### config.mk
export PLATFORM = sky130hd
export DESIGN_NAME = dram_refresh_command_scheduler
export DESIGN_NICKNAME = d
export VERILOG_FILES = /design/src/rtl/refresh_pkg.sv /design/src/rtl/dram_refresh_command_scheduler.sv /design/src/rtl/row_store.sv
export SDC_FILE = /design/constraint.sdc
export NUM_CORES = 1
export LEC_CHECK = 0
export BUFFER_PORTS_ARGS = -buffer_cell sky130_fd_sc_hd__buf_2
export CAP_MARGIN = 20
export CORE_ASPECT_RATIO = 0.75
export CORE_UTILIZATION = 38
export CTS_CLUSTER_SIZE = 10
export DETAILED_ROUTE_END_ITERATION = 8
export PLACE_DENSITY = 0.67
export SYNTH_ARGS = -nofsm -noshare
export SYNTH_HDL_FRONTEND = slang
export SYNTH_SLANG_ARGS = --single-unit
### constraint.sdc
create_clock -name sys_clk -period 7.6 [get_ports sys_clk]
set_input_delay 0.38 -clock sys_clk [delete_from_list [all_inputs] [get_ports sys_clk]]
set_output_delay 0.38 -clock sys_clk [all_outputs]
set_load 0.01 [all_outputs]
### src/rtl/refresh_pkg.sv
// Purpose: shared constants and types for the refresh command scheduler
// Assumes: single sys_clk domain, synchronous active-low reset
// Notes:   command/address pins sampled on sys_clk rising edge
//
// Overview of operation
// - refresh seen when select high, CA0-2 and CA4 low, CA3 high
// - CA5 at first edge: low per-bank, high all-bank refresh
// - per-bank target bank taken from CA2..CA0 at second edge
// - count of eight starts at first per-bank after sync; each advances
// - bank counter cleared on reset and on every self-refresh exit
// - all-bank refresh resynchronises bank counter to zero
// - all-bank with nonzero counter clears it, refreshes at row counter
// - any refresh after an all-bank uses row counter plus one
// - refreshed bank inaccessible during tRFCpb; others stay usable
// - bank left idle when its per-bank refresh completes, unless bank_active holds it open
// - all banks left idle when all-bank refresh completes, except those bank_active holds open

package refresh_pkg;

  localparam int          NUM_BANKS     = 8;
  localparam int          BANK_W        = 3;
  localparam int          ROW_W         = 16;
  localparam logic [2:0]  BANK_RESET    = 3'h0;
  localparam logic [2:0]  BANK_LAST     = 3'h7;
  localparam logic [15:0] ROW_RESET     = 16'h0000;
  // refresh cycle times in ns, default figures of plain value
  localparam int          T_RFCAB_NS    = 280;
  localparam int          T_RFCPB_NS    = 140;
  localparam int          CLK_PERIOD_NS = 100;
  localparam int          RFCAB_CYC     =
    (T_RFCAB_NS + CLK_PERIOD_NS - 1) / CLK_PERIOD_NS;
  localparam int          RFCPB_CYC     =
    (T_RFCPB_NS + CLK_PERIOD_NS - 1) / CLK_PERIOD_NS;
  localparam int          TIMER_W       = 8;

  typedef enum logic [1:0] {
    REF_NONE,
    REF_PER_BANK,
    REF_ALL_BANK
  } ref_kind_t;

  typedef struct packed {
    logic       cs;
    logic [5:0] ca;
  } cmd_bus_t;

  typedef struct packed {
    logic                    valid;
    ref_kind_t               kind;
    logic [2:0]              bank;
    logic [15:0]             row;
  } ref_event_t;

endpackage

### src/rtl/dram_refresh_command_scheduler.sv
// Purpose: decode refresh commands, keep bank and row counters, busy flags
// Assumes: command pins synchronous to sys_clk, two-edge command framing
// Notes:   controller keeps all timing and idle conditions

`timescale 1ns/1ps

module dram_refresh_command_scheduler #(
  parameter int NUM_BANKS = refresh_pkg::NUM_BANKS,
  parameter int ROW_W     = refresh_pkg::ROW_W,
  parameter int RFCAB_CYC = refresh_pkg::RFCAB_CYC,
  parameter int RFCPB_CYC = refresh_pkg::RFCPB_CYC
) (
  input  wire logic                   sys_clk,
  input  wire logic                   rstn,
  input  wire refresh_pkg::cmd_bus_t  cmd,
  input  wire logic                   self_refresh_exit,
  input  wire logic [NUM_BANKS-1:0]   bank_active,
  output refresh_pkg::ref_event_t     ref_event,
  output logic [2:0]                  bank_count,
  output logic [ROW_W-1:0]            row_count,
  output logic [NUM_BANKS-1:0]        bank_busy,
  output logic [NUM_BANKS-1:0]        bank_idle,
  output logic [ROW_W-1:0]            last_row,
  input  wire logic [2:0]             last_row_sel
);

  //--------------------------------------------------------------
  // command decode
  //--------------------------------------------------------------
  typedef enum logic [1:0] {
    ST_FIRST,
    ST_SECOND_PB,
    ST_SECOND_AB
  } dec_state_t;

  dec_state_t state;
  dec_state_t next_state;
  logic       ref_first;
  logic       pb_done;
  logic       ab_done;
  logic       after_ab;
  logic [2:0] pb_bank;

  function automatic logic is_refresh(refresh_pkg::cmd_bus_t c);
    return c.cs && !c.ca[0] && !c.ca[1] && !c.ca[2]
        && c.ca[3] && !c.ca[4];
  endfunction

  assign ref_first = (state == ST_FIRST) && is_refresh(cmd);
  assign pb_done   = (state == ST_SECOND_PB);
  assign ab_done   = (state == ST_SECOND_AB);
  assign pb_bank   = cmd.ca[2:0];

  always_comb begin
    next_state = state;
    case (state)
      ST_FIRST: begin
        if (ref_first) begin
          next_state = cmd.ca[5] ? ST_SECOND_AB : ST_SECOND_PB;
        end
      end
      ST_SECOND_PB: next_state = ST_FIRST;
      ST_SECOND_AB: next_state = ST_FIRST;
      default:      next_state = ST_FIRST;
    endcase
  end

  always_ff @(posedge sys_clk) begin
    if (!rstn) begin
      state <= ST_FIRST;
    end else begin
      state <= next_state;
    end
  end

  //--------------------------------------------------------------
  // bank and row counters
  //--------------------------------------------------------------
  always_ff @(posedge sys_clk) begin
    if (!rstn) begin
      bank_count <= refresh_pkg::BANK_RESET;
    end else if (self_refresh_exit) begin
      bank_count <= refresh_pkg::BANK_RESET;
    end else if (ab_done) begin
      bank_count <= refresh_pkg::BANK_RESET;
    end else if (pb_done) begin
      bank_count <= bank_count + 3'h1;
    end
  end

  // flag: last refresh was all-bank, next one takes row plus one
  always_ff @(posedge sys_clk) begin
    if (!rstn) begin
      after_ab <= 1'b0;
    end else if (ab_done) begin
      after_ab <= 1'b1;
    end else if (pb_done) begin
      after_ab <= 1'b0;
    end
  end

  logic [ROW_W-1:0] cur_row;
  assign cur_row = after_ab ? ROW_W'(row_count + 1'b1) : row_count;

  always_ff @(posedge sys_clk) begin
    if (!rstn) begin
      row_count <= refresh_pkg::ROW_RESET;
    end else if (ab_done) begin
      row_count <= cur_row;
    end else if (pb_done && bank_count == refresh_pkg::BANK_LAST) begin
      row_count <= ROW_W'(cur_row + 1'b1);
    end else if (pb_done) begin
      row_count <= cur_row;
    end
  end

  //--------------------------------------------------------------
  // event output
  //--------------------------------------------------------------
  always_ff @(posedge sys_clk) begin
    if (!rstn) begin
      ref_event <= '0;
    end else begin
      ref_event.valid <= pb_done || ab_done;
      ref_event.kind  <= pb_done ? refresh_pkg::REF_PER_BANK
                       : ab_done ? refresh_pkg::REF_ALL_BANK
                       : refresh_pkg::REF_NONE;
      ref_event.bank  <= pb_done ? pb_bank : 3'h0;
      ref_event.row   <= cur_row;
    end
  end

  //--------------------------------------------------------------
  // per-bank busy timers
  //--------------------------------------------------------------
  logic [refresh_pkg::TIMER_W-1:0] timer [NUM_BANKS];

  genvar g;
  generate
    for (g = 0; g < NUM_BANKS; g++) begin : g_bank
      always_ff @(posedge sys_clk) begin
        if (!rstn) begin
          timer[g] <= '0;
        end else if (ab_done) begin
          timer[g] <= refresh_pkg::TIMER_W'(RFCAB_CYC);
        end else if (pb_done && pb_bank == g) begin
          timer[g] <= refresh_pkg::TIMER_W'(RFCPB_CYC);
        end else if (timer[g] != '0) begin
          timer[g] <= timer[g] - 1'b1;
        end
      end
      assign bank_busy[g] = (timer[g] != '0);
      // idle once refresh finishes, unless controller holds it open
      assign bank_idle[g] = !bank_busy[g] && !bank_active[g];
    end
  endgenerate

  //--------------------------------------------------------------
  // last row per bank
  //--------------------------------------------------------------
  logic [2:0] wr_bank;
  assign wr_bank = pb_bank;

  row_store #(
    .DEPTH (NUM_BANKS),
    .AW    (3),
    .DW    (ROW_W)
  ) u_row_store (
    .sys_clk (sys_clk),
    .rstn    (rstn),
    .wr_en   (pb_done),
    .wr_addr (wr_bank),
    .wr_data (cur_row),
    .rd_addr (last_row_sel),
    .rd_data (last_row)
  );

  //--------------------------------------------------------------
  // checks
  //--------------------------------------------------------------
  a_ref_decode: assert property (
    @(posedge sys_clk) disable iff (!rstn)
    (state == ST_FIRST && is_refresh(cmd)) |=> (pb_done || ab_done))
    else $error("refresh not decoded");
  a_type_select: assert property (
    @(posedge sys_clk) disable iff (!rstn)
    (ref_first && cmd.ca[5]) |=> ab_done)
    else $error("wrong refresh type");
  a_bank_capture: assert property (
    @(posedge sys_clk) disable iff (!rstn)
    pb_done |=> (ref_event.bank == $past(cmd.ca[2:0])))
    else $error("bank not captured");
  a_bank_advance: assert property (
    @(posedge sys_clk) disable iff (!rstn)
    (pb_done && !self_refresh_exit) |=>
      bank_count == 3'($past(bank_count) + 3'h1))
    else $error("bank counter not advanced");
  a_srx_clear: assert property (
    @(posedge sys_clk) disable iff (!rstn)
    self_refresh_exit |=> bank_count == 3'h0)
    else $error("bank counter not cleared on exit");
  a_ab_clear: assert property (
    @(posedge sys_clk) disable iff (!rstn)
    ab_done |=> bank_count == 3'h0)
    else $error("all-bank did not clear counter");
  a_ab_row: assert property (
    @(posedge sys_clk) disable iff (!rstn)
    (ab_done && !after_ab) |=> ref_event.row == $past(row_count))
    else $error("all-bank row wrong");
  a_row_incr: assert property (
    @(posedge sys_clk) disable iff (!rstn)
    ((pb_done || ab_done) && after_ab) |=>
      ref_event.row == ROW_W'($past(row_count) + 1'b1))
    else $error("row not incremented after all-bank");
  a_busy_span: assert property (
    @(posedge sys_clk) disable iff (!rstn)
    (pb_done && !ab_done) |=> bank_busy[$past(pb_bank)])
    else $error("bank not busy after refresh");
  a_idle_after: assert property (
    @(posedge sys_clk) disable iff (!rstn)
    ab_done |-> ##(RFCAB_CYC + 1) (bank_busy == '0 ||
      $past(pb_done, 1) || $past(ab_done, 1)))
    else $error("banks not idle after all-bank");
  a_wrap_row: assert property (
    @(posedge sys_clk) disable iff (!rstn)
    (pb_done && bank_count == 3'h7 && !self_refresh_exit) |=>
      (bank_count == 3'h0 && row_count != $past(row_count)))
    else $error("wrap did not advance row");

  // command framing, event shape and counter behaviour
  a_pulse_width: assert property (
    @(posedge sys_clk) disable iff (!rstn)
    ref_event.valid |=> !ref_event.valid)
    else $error("event longer than one cycle");
  a_no_redecode: assert property (
    @(posedge sys_clk) disable iff (!rstn)
    (pb_done || ab_done) |=> !(pb_done || ab_done))
    else $error("second word decoded as command");
  a_pb_kind: assert property (
    @(posedge sys_clk) disable iff (!rstn)
    (ref_first && !cmd.ca[5]) |=> pb_done)
    else $error("per-bank not selected");
  a_ab_kind: assert property (
    @(posedge sys_clk) disable iff (!rstn)
    ab_done |=> (ref_event.valid
      && ref_event.kind == refresh_pkg::REF_ALL_BANK))
    else $error("all-bank event kind wrong");
  a_count_hold: assert property (
    @(posedge sys_clk) disable iff (!rstn)
    (!pb_done && !ab_done && !self_refresh_exit) |=> $stable(bank_count))
    else $error("bank counter moved without refresh");
  a_row_hold: assert property (
    @(posedge sys_clk) disable iff (!rstn)
    (!pb_done && !ab_done) |=> $stable(row_count))
    else $error("row counter moved without refresh");
  a_mid_set: assert property (
    @(posedge sys_clk) disable iff (!rstn)
    (pb_done && !after_ab && bank_count != 3'h7) |=> $stable(row_count))
    else $error("row advanced inside a set");
  a_ab_nonzero: assert property (
    @(posedge sys_clk) disable iff (!rstn)
    (ab_done && bank_count != 3'h0 && !after_ab) |=>
      (bank_count == 3'h0 && ref_event.row == $past(row_count)))
    else $error("all-bank from mid-set wrong");

  //--------------------------------------------------------------
  // per-bank busy checks
  //--------------------------------------------------------------
  generate
    for (g = 0; g < NUM_BANKS; g++) begin : g_bank_chk
      a_pb_idle: assert property (
        @(posedge sys_clk) disable iff (!rstn)
        (timer[g] == refresh_pkg::TIMER_W'(1) && !ab_done
          && !(pb_done && pb_bank == g)) |=> !bank_busy[g])
        else $error("bank not idle at end");
      a_ab_busy: assert property (
        @(posedge sys_clk) disable iff (!rstn)
        ab_done |=> bank_busy[g])
        else $error("bank not busy after all-bank");
      a_other_bank: assert property (
        @(posedge sys_clk) disable iff (!rstn)
        (pb_done && pb_bank != g && timer[g] == '0) |=> !bank_busy[g])
        else $error("other bank disturbed by per-bank");
      a_busy_len: assert property (
        @(posedge sys_clk) disable iff (!rstn)
        (pb_done && pb_bank == g) |=>
          timer[g] == refresh_pkg::TIMER_W'(RFCPB_CYC))
        else $error("per-bank busy length wrong");
    end
  endgenerate

  //--------------------------------------------------------------
  // cover points
  //--------------------------------------------------------------
  c_per_bank: cover property (@(posedge sys_clk) disable iff (!rstn) pb_done);
  c_all_bank: cover property (@(posedge sys_clk) disable iff (!rstn) ab_done);
  c_wrap:     cover property (@(posedge sys_clk) disable iff (!rstn)
    pb_done && bank_count == 3'h7);
  c_ab_then:  cover property (@(posedge sys_clk) disable iff (!rstn)
    ab_done ##[1:20] pb_done);
  c_srx_mid:  cover property (@(posedge sys_clk) disable iff (!rstn)
    self_refresh_exit && bank_count != 3'h0);

endmodule

### src/rtl/row_store.sv
// Purpose: small per-bank memory of the last refreshed row
// Assumes: one write port, one read port, registered read data
// Notes:   used to report the row each bank last saw in a per-bank refresh

`timescale 1ns/1ps

module row_store #(
  parameter int DEPTH = 8,
  parameter int AW    = 3,
  parameter int DW    = 16
) (
  input  wire logic          sys_clk,
  input  wire logic          rstn,
  input  wire logic          wr_en,
  input  wire logic [AW-1:0] wr_addr,
  input  wire logic [DW-1:0] wr_data,
  input  wire logic [AW-1:0] rd_addr,
  output logic      [DW-1:0] rd_data
);

  logic [DW-1:0] mem [DEPTH];

  always_ff @(posedge sys_clk) begin
    if (wr_en) begin
      mem[wr_addr] <= wr_data;
    end
  end

  always_ff @(posedge sys_clk) begin
    if (!rstn) begin
      rd_data <= '0;
    end else begin
      rd_data <= mem[rd_addr];
    end
  end

endmodule

Word-level counts from Yosys, hierarchy flattened
Memory sizes are Yosys's and may differ from the RTL's. A register that Yosys moved wholly into a read port is not among the register bits.
Index checks and enable logic that the tools add are counted.
Storage, ports and cells
  bits in registers: 44
  memories kept: 2
  bits in writable memories: 192
  output and inout bits: 73
  input bits: 21
  word-level logic and storage cells: 229
Memory list
  u_row_store.mem: words 8, bits a word 16, rd ports 1, clocked after memory_dff 1, write ports 1, RTL line row_store.sv:21  | logic [DW-1:0] mem [DEPTH];
  timer: words 8, bits a word 8, rd ports 8, clocked after memory_dff 0, write ports 8, RTL line dram_refresh_command_scheduler.sv:136  | logic [refresh_pkg::TIMER_W-1:0] timer [NUM_BANKS];
Operators by class
  multiplexer cells: 111
  add/sub/neg operators: 11
  equal/unequal tests: 10
  reduce and logical (&&, ||, !) cells: 61
  bitwise gates (word level): 25
Operators with widths (count)
  $mux 8: 24
  $mux 1: 81
  $mux 16: 4
  $reduce_bool 8->1: 8
  $sub 8x1->8 const B: 8
  $add 16x1->16 const B: 2
  $or 1x1->1: 24
  $logic_and 1x1->1: 23
  $logic_not 1->1: 21
  $eq 3x3->1 const B: 5
  $eq 3x2->1 const B: 2
  $mux 2: 2
  $reduce_and 2->1: 2
  $add 3x1->3 const B: 1
  $eq 3x1->1 const B: 1
  $logic_not 3->1: 1
  $reduce_bool 3->1: 1
  $reduce_or 3->1: 1
  $eq 2x1->1 const B: 1
  $eq 2x2->1 const B: 1
  $logic_not 2->1: 1
  $reduce_bool 2->1: 1
  $reduce_or 2->1: 1
  $logic_or 1x1->1: 1
  $not 1->1: 1

Depth between registers and ports, before layout
Gate-level depths: netlist of the first run.
  depth after elaboration: 8
  mapped depth: 9
  mapped depth without buffers: 9

By module
From an unflattened synthesis of the first run, not the netlist that was laid out.
Second synthesis, totals
  cells, all modules: 892
  area, all modules: 11247.0 µm²
Modules (own cells, without submodules)
  dram_refresh_command_scheduler: seq. area each 2802.7 µm², area an instance 5940.7 µm², instances 1, cells each 638
  row_store: seq. area each 4164.0 µm², area an instance 5306.3 µm², instances 1, cells each 254

Least setup slack after synthesis of the first run
Ideal clock, no wire load.
  path kind: register -> register
  start point: register state[1]
  end point: memory timer[0][10] (netlist name), enable pin
  data required time: 7.270 ns
  buffers on the path: 1
  setup time: 0.330 ns
  stages on the path, launching flop included: 8
  data arrival time: 2.683 ns
  slack: 4.587 ns
  clock period less this slack: 3.013 ns
  path through: dfxtp_1 > inv_1 > ha_1 > buf_1 > nand2_1 > nor3_1 > nor2_1 > nand2_1
RTL lines
  start: declaration: RTL line dram_refresh_command_scheduler.sv:36  | dec_state_t state;
  start signal: assignment: RTL line dram_refresh_command_scheduler.sv:72  | state <= next_state;
  end: declaration: RTL line dram_refresh_command_scheduler.sv:136

Worst setup path after layout of the first run
  start point: register row_count[0]
  end point: register row_count[15]
On the way
  longest elaborated chain between the ends: 5
  elaborated cells between the ends (all ways): 6
  those cells by class: 2 x add/sub; 4 x mux
RTL lines
  start: declaration: RTL line dram_refresh_command_scheduler.sv:20  | output logic [ROW_W-1:0] row_count,
  start signal: assignment: RTL line dram_refresh_command_scheduler.sv:107  | row_count <= refresh_pkg::ROW_RESET;
  start signal: assignment: RTL line dram_refresh_command_scheduler.sv:109  | row_count <= cur_row;
  start signal: assignment: RTL line dram_refresh_command_scheduler.sv:111  | row_count <= ROW_W'(cur_row + 1'b1);
  $add 16x1->16: RTL line dram_refresh_command_scheduler.sv:103  | assign cur_row = after_ab ? ROW_W'(row_count + 1'b1) : row_count;
  $mux 16: RTL line dram_refresh_command_scheduler.sv:103
  named net cur_row[14]: RTL line dram_refresh_command_scheduler.sv:102  | logic [ROW_W-1:0] cur_row;
  $add 16x1->16: RTL line dram_refresh_command_scheduler.sv:111
  $mux 16: RTL line dram_refresh_command_scheduler.sv:110  | end else if (pb_done && bank_count == refresh_pkg::BANK_LAST) begin
  $mux 16: RTL line dram_refresh_command_scheduler.sv:108  | end else if (ab_done) begin
The timed path passes the listed nets, and every way through them passes these cells. The select of a mux whose other input is x is not followed.
A chain may end at the register's enable or synchronous reset.

==> results of run 1 <==
==> sequential cells by signal (all words and copies together) (netlist names) <==
signal	cells
after_ab	1
bank_count	3
ref_event	22
row_count	16
state	2
timer	64
u_row_store.mem	128
u_row_store.rd_data	16
==> worst min-delay path by stage <==
stage / from / end / depth (start not counted)
finish: self_refresh_exit / bank_count[0]$_SDFFE_PP0P_ / 2
global route: self_refresh_exit / bank_count[0]$_SDFFE_PP0P_ / 2
CTS: self_refresh_exit / bank_count[0]$_SDFFE_PP0P_ / 2
detailed placement: state[0]$_SDFFE_PN0P_ / state[0]$_SDFFE_PN0P_ / 2
global placement: state[1]$_SDFFE_PN0P_ / state[1]$_SDFFE_PN0P_ / 2
floorplan: self_refresh_exit / bank_count[0]$_SDFFE_PP0P_ / 1
==> layout make-up <==
| cell class | count | area share [%] |
|---|---|---|
| clock inverter | 2 | 0.1086 |
| timing repair buffer | 105 | 4.384 |
| clock buffer | 52 | 6.566 |
| inverter | 38 | 1.126 |
| tap | 385 | 3.801 |
| multi-input combinational | 504 | 29.04 |
| sequential | 252 | 54.98 |
==> routing by layer <==
layer / share of wire, % / vias to the layer above
li1: - / 3207
met3: 6.2 / 36
met2: 43 / 208
met4: 1.5 / 0
met5: 0 / -
met1: 49 / 3322
==> layout by cell type (no fill, tap or decap), drive strengths merged, types with 19 or more instances in the layout <==
cell type  count
buf          105
clkbuf        52
dfxtp         60
edfxtp       192
inv           39
mux2i         23
mux4          32
nand2         49
nand3         19
nor2         138
nor3          43
xnor2         39
xor2          27
==> worst max-delay path, delay by kind of cell (launching register included) <==
| family | cells | cell delay, ns |
|---|---|---|
| AO/OA/AOI/OAI | 1 | 0.20 |
| XOR/XNOR | 1 | 0.33 |
| adder cells (fa/ha/maj) | 1 | 0.41 |
| buffers and inverters | 1 | 0.23 |
| flip-flops | 1 | 0.53 |
| AND/OR/NAND/NOR | 4 | 0.95 |
==> cell families (layout without fill, tap and decap cells) <==
family | Yosys count | in the layout | share of synthesized area [%]
simple gates | 311 | 311 | 14.17
flops | 252 | 252 | 63.85
buf+inv | 67 | 197 | 2.523
xor+xnor | 66 | 66 | 5.366
compound gates | 56 | 56 | 3.543
mux | 55 | 55 | 8.715
fa+ha+maj | 16 | 16 | 1.835
==> power breakdown <==
part           switching, mW  internal [mW]
registers              0.105           1.67
logic                  0.422          0.313
clock network          0.524          0.732
==> stage by stage <==
step	cell area (µm²)	hold slack [ns]	setup WS (ns)	total power [mW]
floorplan	10910	0.4574	4.587	2.362
global placement	11820	0.5089	5.024	2.521
detailed placement	11820	0.5246	4.952	2.537
CTS	12660	0.02157	4.873	3.798
global route	12670	0.04379	4.672	3.970
finish	12670	0.04144	4.854	3.769
==> Yosys cell counts, types with 13 or more instances <==
library cell,instances,area share [%]
a21oi_1,13,0.60
clkbuf_1,16,0.55
dfxtp_1,60,11
edfxtp_1,192,53
ha_1,16,1.8
inv_1,38,1.3
mux2i_1,23,2.1
mux4_2,32,6.6
nand2_1,48,1.7
nand3_1,18,0.83
nor2_1,138,4.7
nor3_1,40,1.8
xnor2_1,39,3.1
xor2_1,26,2.1
==> metrics.log, run 1 <==
[metrics] Skew-Pair Late Insertion Delay: 0.54 ns
[metrics] top fanout value on the critical path: 10
[metrics] Setup Viol. Count Final: 0
[metrics] number of gates given a new drive strength after cts: 0
[metrics] Max Buffers Root-to-Sink: 3
[metrics] Mean Syn Cell Area: 13.26 µm²
[metrics] number of flops mapped to enable cells by yosys: 192
[metrics] register clock-pin slew on the reported worst setup and hold paths: 0.06 ns
[metrics] CP Data Required Time: 8.04 ns
[metrics] share of synthesized flip-flops with an asynchronous set or reset: 0%
[metrics] combined area of all synthesized cells: 10910 µm²
[metrics] critical path launch point: row_count[0]$_SDFFE_PN0P_
[metrics] share of the yosys chip area belonging to registers: 63.85%
[metrics] final worst-path cycle share: 36.13%
[metrics] starting density of the core: 38.81%
[metrics] fill cell instance count of the final layout: 2580
[metrics] endpoint arrival time on the critical path: 3.19 ns
[metrics] relative slew slack: 23.85%
[metrics] actual slew at the worst max-slew pin: 1.134 ns
[metrics] layer carrying the most global-route usage: met1
[metrics] cell count after synthesis: 823
[metrics] FF-to-FF End: row_count[15]$_SDFFE_PN0P_
[metrics] Area growth, synth to finish: 16.13%
[metrics] result of the run: completed
[metrics] cell-by-cell trace of the critical path: ha_1, nand4_1, nor2_1, nand4_1, xor2_1, inv_1, and4_1, o31ai_2
[metrics] flip-flop and latch count after synthesis: 252
[metrics] global-route track usage on met3: 2.894%
[metrics] reg2reg setup slack: 4.85 ns
[metrics] final clock skew: 0.02099 ns
[metrics] GRT met2 Usage: 23.89%
[metrics] final WL: 23280 µm
[metrics] Die Ht: 148.8 µm
[metrics] number of antenna violations at the first check in global routing: 0
[metrics] detail-routed via count per cell: 5.062
[metrics] global-route wire length before repair: 36590 µm
[metrics] RSZ-0062 raised after global routing: false
[metrics] core box area: 28120 µm²
[metrics] CTS tree: yes
[metrics] Register-to-Register Path Depth: 8
[metrics] largest net degree at the start of global routing: 33
[metrics] non-filler instance count after layout: 1338
[metrics] setup fix buffers added after clock tree synthesis: 0
[metrics] most used flip-flop cell after synthesis: edfxtp_1
[metrics] final slew viol count: 0
[metrics] # clock sinks: 252
[metrics] mean routed wirelength per cell: 17.40 µm
[metrics] CP Capture Point: row_count[15]$_SDFFE_PN0P_
[metrics] Ys Warns: 0
[metrics] type of the worst setup path: flop to flop
[metrics] number of global-route vias before repair: 6507
[metrics] post-route DRC violation count: 0
[metrics] Final HPWL DP: 14930 µm
[metrics] upper clock frequency limit: 364.2 MHz
[metrics] Max IR drop VDD: 173.4 µV
[metrics] count of maximum capacitance violations: 0
[metrics] total CTS buffers: 29
[metrics] dominant cell type by count on the critical path: nand4_1
[metrics] final hold violations: 0
[metrics] Die Footprint: 29400 µm²
[metrics] leakage power of the design: 4.898 nW
[metrics] share of final-layout standard cells stronger than drive strength 1: 19.73%
[metrics] Max stage delay cell, worst path: dfxtp_1
[metrics] # IOs: 94
[metrics] placed insts: 1283
[metrics] hold buffer count at CTS: 0
[metrics] sum of negative setup slack: 0 ns
[metrics] number of DRC markers in iteration 0: 573
[metrics] maximum single-stage delay on the critical path: 0.53 ns
[metrics] final net count: 967
[metrics] Worst R2R Start: row_count[0]$_SDFFE_PN0P_
[metrics] Synth Net Count: 860
[metrics] root buffer cell: clkbuf_16
[metrics] total via count after detailed routing: 6773
[metrics] GRT Total Usage: 16.01%
[metrics] Ant. Diodes: 0
[metrics] final core area utilization: 45.07%
[metrics] number of buffers inserted by port buffering: 93
[metrics] Unique masters post-synth: 65
[metrics] Worst Setup End Kind: flop
[metrics] total iterations of the first detailed-routing run: 5
[metrics] nature of the critical path startpoint: flop
[metrics] weighted congestion reported at the end of routability-driven placement: 0.8529
[metrics] number of H-tree levels: 1
[metrics] area used by multi-input combinational logic: 3680 µm²
[metrics] gr ovfl total: 0
[metrics] sequential cell area in the final layout: 6967 µm²
[metrics] total power per unit cell area: 297.4 nW/µm²
[metrics] row count: 53
[metrics] final period demand of the worst path: 2.746 ns
[metrics] met1 layer usage reported by global route: 24.26%
[metrics] remaining number of nets flagged by the antenna check after routing: 0
[metrics] die width: 197.7 µm
[metrics] worst hold path type: input port to flop
Power figures use the tool's default switching activity.
==> inputs of run 2 (changes only) <==
--- a/config.mk
+++ b/config.mk
@@ -11,7 +11,7 @@
 export CORE_UTILIZATION = 38
 export CTS_CLUSTER_SIZE = 10
 export DETAILED_ROUTE_END_ITERATION = 8
-export PLACE_DENSITY = 0.67
+export PLACE_DENSITY = 0.69
 export SYNTH_ARGS = -nofsm -noshare
 export SYNTH_HDL_FRONTEND = slang
 export SYNTH_SLANG_ARGS = --single-unit
==> constraint.sdc (replaced) <==
create_clock -name sys_clk -period 2.35 [get_ports sys_clk]
set_input_delay 0.1175 -clock sys_clk [delete_from_list [all_inputs] [get_ports sys_clk]]
set_output_delay 0.1175 -clock sys_clk [all_outputs]
set_load 0.01 [all_outputs]
==> run 2 against run 1 <==
Compared with the run above:
- wire length is 2.7% higher
- core utilization is 2.0 points higher
- non-clock buffer count is 55 higher
- via count is 3.8% higher
- hold slack better by 0.15 ns
- sequential share of layout area is 2.3 points lower
- cell area is 4.4% higher
- critical path depth stayed put
- critical endpoint is now bank_idle[5]
- largest cell class unchanged
==> metrics.log, run 2 (same netlist as run 1, synthesis figures left out) <==
[metrics] detail-routed via count per cell: 5.045 (was 5.062)
[metrics] total iterations of the first detailed-routing run: 5 (unchanged)
[metrics] final worst-path cycle share: 96.23%
[metrics] core box area: 28120 µm² (unchanged)
[metrics] nature of the critical path startpoint: flop (unchanged)
[metrics] fill cell instance count of the final layout: 2530 (was 2580)
[metrics] gr ovfl total: 0 (unchanged)
[metrics] row count: 53 (unchanged)
[metrics] Net Switching: 3.479 mW (was 1.052 mW)
[metrics] Skew-Pair Late Insertion Delay: 0.55 ns (was 0.54 ns)
[metrics] post-route DRC violation count: 0 (unchanged)
[metrics] leakage power of the design: 5.235 nW (was 4.898 nW)
[metrics] CP Capture Point: bank_idle[5] (was row_count[15]$_SDFFE_PN0P_)
[metrics] critical path launch point: timer[1][8]$_DFFE_PP_ (was row_count[0]$_SDFFE_PN0P_)
[metrics] global-route wire length before repair: 37760 µm (was 36590 µm)
[metrics] weighted congestion reported at the end of routability-driven placement: 0.8379 (was 0.8529)
[metrics] reg2reg setup slack: 0.14 ns (was 4.85 ns)
[metrics] actual slew at the worst max-slew pin: 0.9031 ns (was 1.134 ns)
[metrics] # clock sinks: 252 (unchanged)
[metrics] clock share of power: 32.6% (was 33.3%)
[metrics] Max Buffers Root-to-Sink: 3 (unchanged)
[metrics] largest net degree at the start of global routing: 23 (was 33)
[metrics] share of final-layout standard cells stronger than drive strength 1: 24.50% (was 19.73%)
[metrics] final clock skew: 0.01656 ns (was 0.02099 ns)
[metrics] Top Registers: u_row_store.mem x128, timer x64, ref_event x22 (unchanged)
[metrics] Worst R2R Start: state[0]$_SDFFE_PN0P_ (was row_count[0]$_SDFFE_PN0P_)
[metrics] Worst Setup End Kind: primary output (was flop)
[metrics] leading cell type in the layout, fill and taps excluded: edfxtp_1 (unchanged)
[metrics] combinational share of power: 20.9% (was 19.5%)
[metrics] number of DRC markers in iteration 0: 538 (was 573)
[metrics] number of H-tree levels: 1 (unchanged)
[metrics] total CTS buffers: 29 (unchanged)
[metrics] sequential cell area in the final layout: 6968 µm² (was 6967 µm²)
[metrics] Die Ht: 148.8 µm (unchanged)
[metrics] # IOs: 94 (unchanged)
[metrics] upper clock frequency limit: 442.2 MHz
[metrics] starting density of the core: 38.81% (unchanged)
[metrics] Die Footprint: 29400 µm² (unchanged)
[metrics] endpoint arrival time on the critical path: 2.14 ns (was 3.19 ns)
[metrics] worst setup slack after placement: 0.1091 ns (was 4.952 ns)
[metrics] number of antenna violations at the first check in global routing: 0 (unchanged)
[metrics] Worst Setup Slack, final: 0.08865 ns (was 4.854 ns)
[metrics] die width: 197.7 µm (unchanged)
[metrics] total via count after detailed routing: 7028 (was 6773)
[metrics] remaining number of nets flagged by the antenna check after routing: 0 (unchanged)
[metrics] FF-to-FF End: state[1]$_SDFFE_PN0P_ (was row_count[15]$_SDFFE_PN0P_)
[metrics] final slew viol count: 0 (unchanged)
[metrics] final period demand of the worst path: 2.261 ns
[metrics] internal power summed over all cells: 8.945 mW (was 2.718 mW)
[metrics] area used by multi-input combinational logic: 3757 µm² (was 3680 µm²)
[metrics] number of global-route vias before repair: 6810 (was 6507)
[metrics] result of the run: completed (unchanged)
[metrics] Final HPWL DP: 15900 µm (was 14930 µm)
[metrics] Max IR drop VDD: 533.9 µV (was 173.4 µV)
[metrics] Setup Viol. Count Final: 0 (unchanged)
[metrics] register with the highest flop count: u_row_store.mem (unchanged)
[metrics] total power per unit cell area: 938.8 nW/µm² (was 297.4 nW/µm²)
[metrics] Area growth, synth to finish: 21.28% (was 16.13%)
[metrics] worst hold path type: input port to flop (unchanged)
[metrics] number of buffers inserted by port buffering: 93 (unchanged)
[metrics] type of the worst setup path: flop to primary output (was flop to flop)
[metrics] CP Data Required Time: 2.23 ns (was 8.04 ns)
[metrics] GRT Total Usage: 16.53% (was 16.01%)
[metrics] CTS tree: yes (unchanged)
[metrics] highest-count cells in the layout ignoring fill and taps: 192 x edfxtp_1, 138 x nor2_1, 93 x buf_2, 59 x dfxtp_1, 55 x buf_4 (was 192 x edfxtp_1, 138 x nor2_1, 93 x buf_2, 60 x dfxtp_1, 48 x nand2_1)
[metrics] final hold violations: 0 (unchanged)
[metrics] Register-to-Register Path Depth: 7 (was 8)
[metrics] root buffer cell: clkbuf_16 (unchanged)
[metrics] sequential group share of total power: 46.5% (was 47.2%)
[metrics] register clock-pin slew on the reported worst setup and hold paths: 0.06 ns (about the same)
[metrics] Sw Ratio: 28.00% (was 27.90%)
[metrics] final core area utilization: 47.07% (was 45.07%)
[metrics] mean routed wirelength per cell: 17.17 µm (was 17.40 µm)
[metrics] relative slew slack: 39.36% (was 23.85%)
[metrics] final WL: 23910 µm (was 23280 µm)
[metrics] Ant. Diodes: 0 (unchanged)
[metrics] final net count: 1022 (was 967)
[metrics] flip-flop count of the largest register after layout: 128 (unchanged)
[metrics] count of maximum capacitance violations: 0 (unchanged)
[metrics] top fanout value on the critical path: 3 (was 10)
[run 2: per-layer routing]
layer	vias to the layer above	part of all wire [%]	track usage, %
li1	3319	-	-
met1	3487	48	25.08
met2	190	44	25.05
met3	32	5.8	2.532
met4	0	1.7	3.411
met5	-	0	0
[run 2: worst min path at each step]
stage | startpoint | to | slack, ns | depth (start not counted)
after floorplan | self_refresh_exit | bank_count[0]$_SDFFE_PP0P_ | 0.19 | 1
after global placement | self_refresh_exit | bank_count[0]$_SDFFE_PP0P_ | 0.33 | 2
after detailed placement | self_refresh_exit | bank_count[0]$_SDFFE_PP0P_ | 0.32 | 2
after CTS | last_row_sel[2] | u_row_store.rd_data[13]$_SDFF_PN0_ | 0.18 | 3
after global routing | last_row_sel[2] | u_row_store.rd_data[2]$_SDFF_PN0_ | 0.20 | 3
final | last_row_sel[2] | u_row_store.rd_data[2]$_SDFF_PN0_ | 0.19 | 3
[run 2: area by class of cell]
class                           count  share of cell area, %
Clock inverter                      2                 0.1796
Inverter                           38                  1.078
Sequential cell                   252                  52.65
Tap cell                          385                  3.640
Multi-Input combinational cell    504                  28.39
Clock buffer                       52                  6.287
Timing Repair Buffer              160                  7.772
[run 2: critical path: stages, from the launching register on]
cell and delay [ns]:
edfxtp_1 0.39, inv_1 0.10, ha_2 0.19, nand2_1 0.08, or3_4 0.37, nor3_4 0.15, inv_1 0.10, nor2_1 0.08
buf_2 0.13
[run 2: stage by stage]
step | hold slack (ns) | instance area [µm²] | total power [mW] | setup TNS (ns) | std cells
after floorplan | 0.1949 | 10920 | 7.639 | -8.455 | 823
after global placement | 0.3263 | 12140 | 8.154 | 0 | 1321
after detailed placement | 0.3244 | 12140 | 8.238 | 0 | 1321
after CTS | 0.1820 | 13130 | 12.41 | 0 | 1387
after global routing | 0.2040 | 13230 | 13.08 | -0.01878 | 1393
final | 0.1875 | 13230 | 12.42 | 0 | 1393
[run 2: what timing repair did]
action	CTS	global route
setup endpoints to repair	4	24
hold buffers	9	0
pin swaps	1	2
resized for setup	3	13
endpoints found under the hold margin	11	0
buffers inserted	3	6
[run 2: power groups by stage]
| stage | Sequential (mW) | Clock (mW) | Combinational, mW |
|---|---|---|---|
| floorplan | 5.75 | 0 | 1.88 |
| global placement | 5.82 | 0 | 2.33 |
| detailed placement | 5.84 | 0 | 2.40 |
| CTS | 5.75 | 4.15 | 2.50 |
| global route | 5.83 | 4.32 | 2.93 |
| finish | 5.77 | 4.05 | 2.60 |
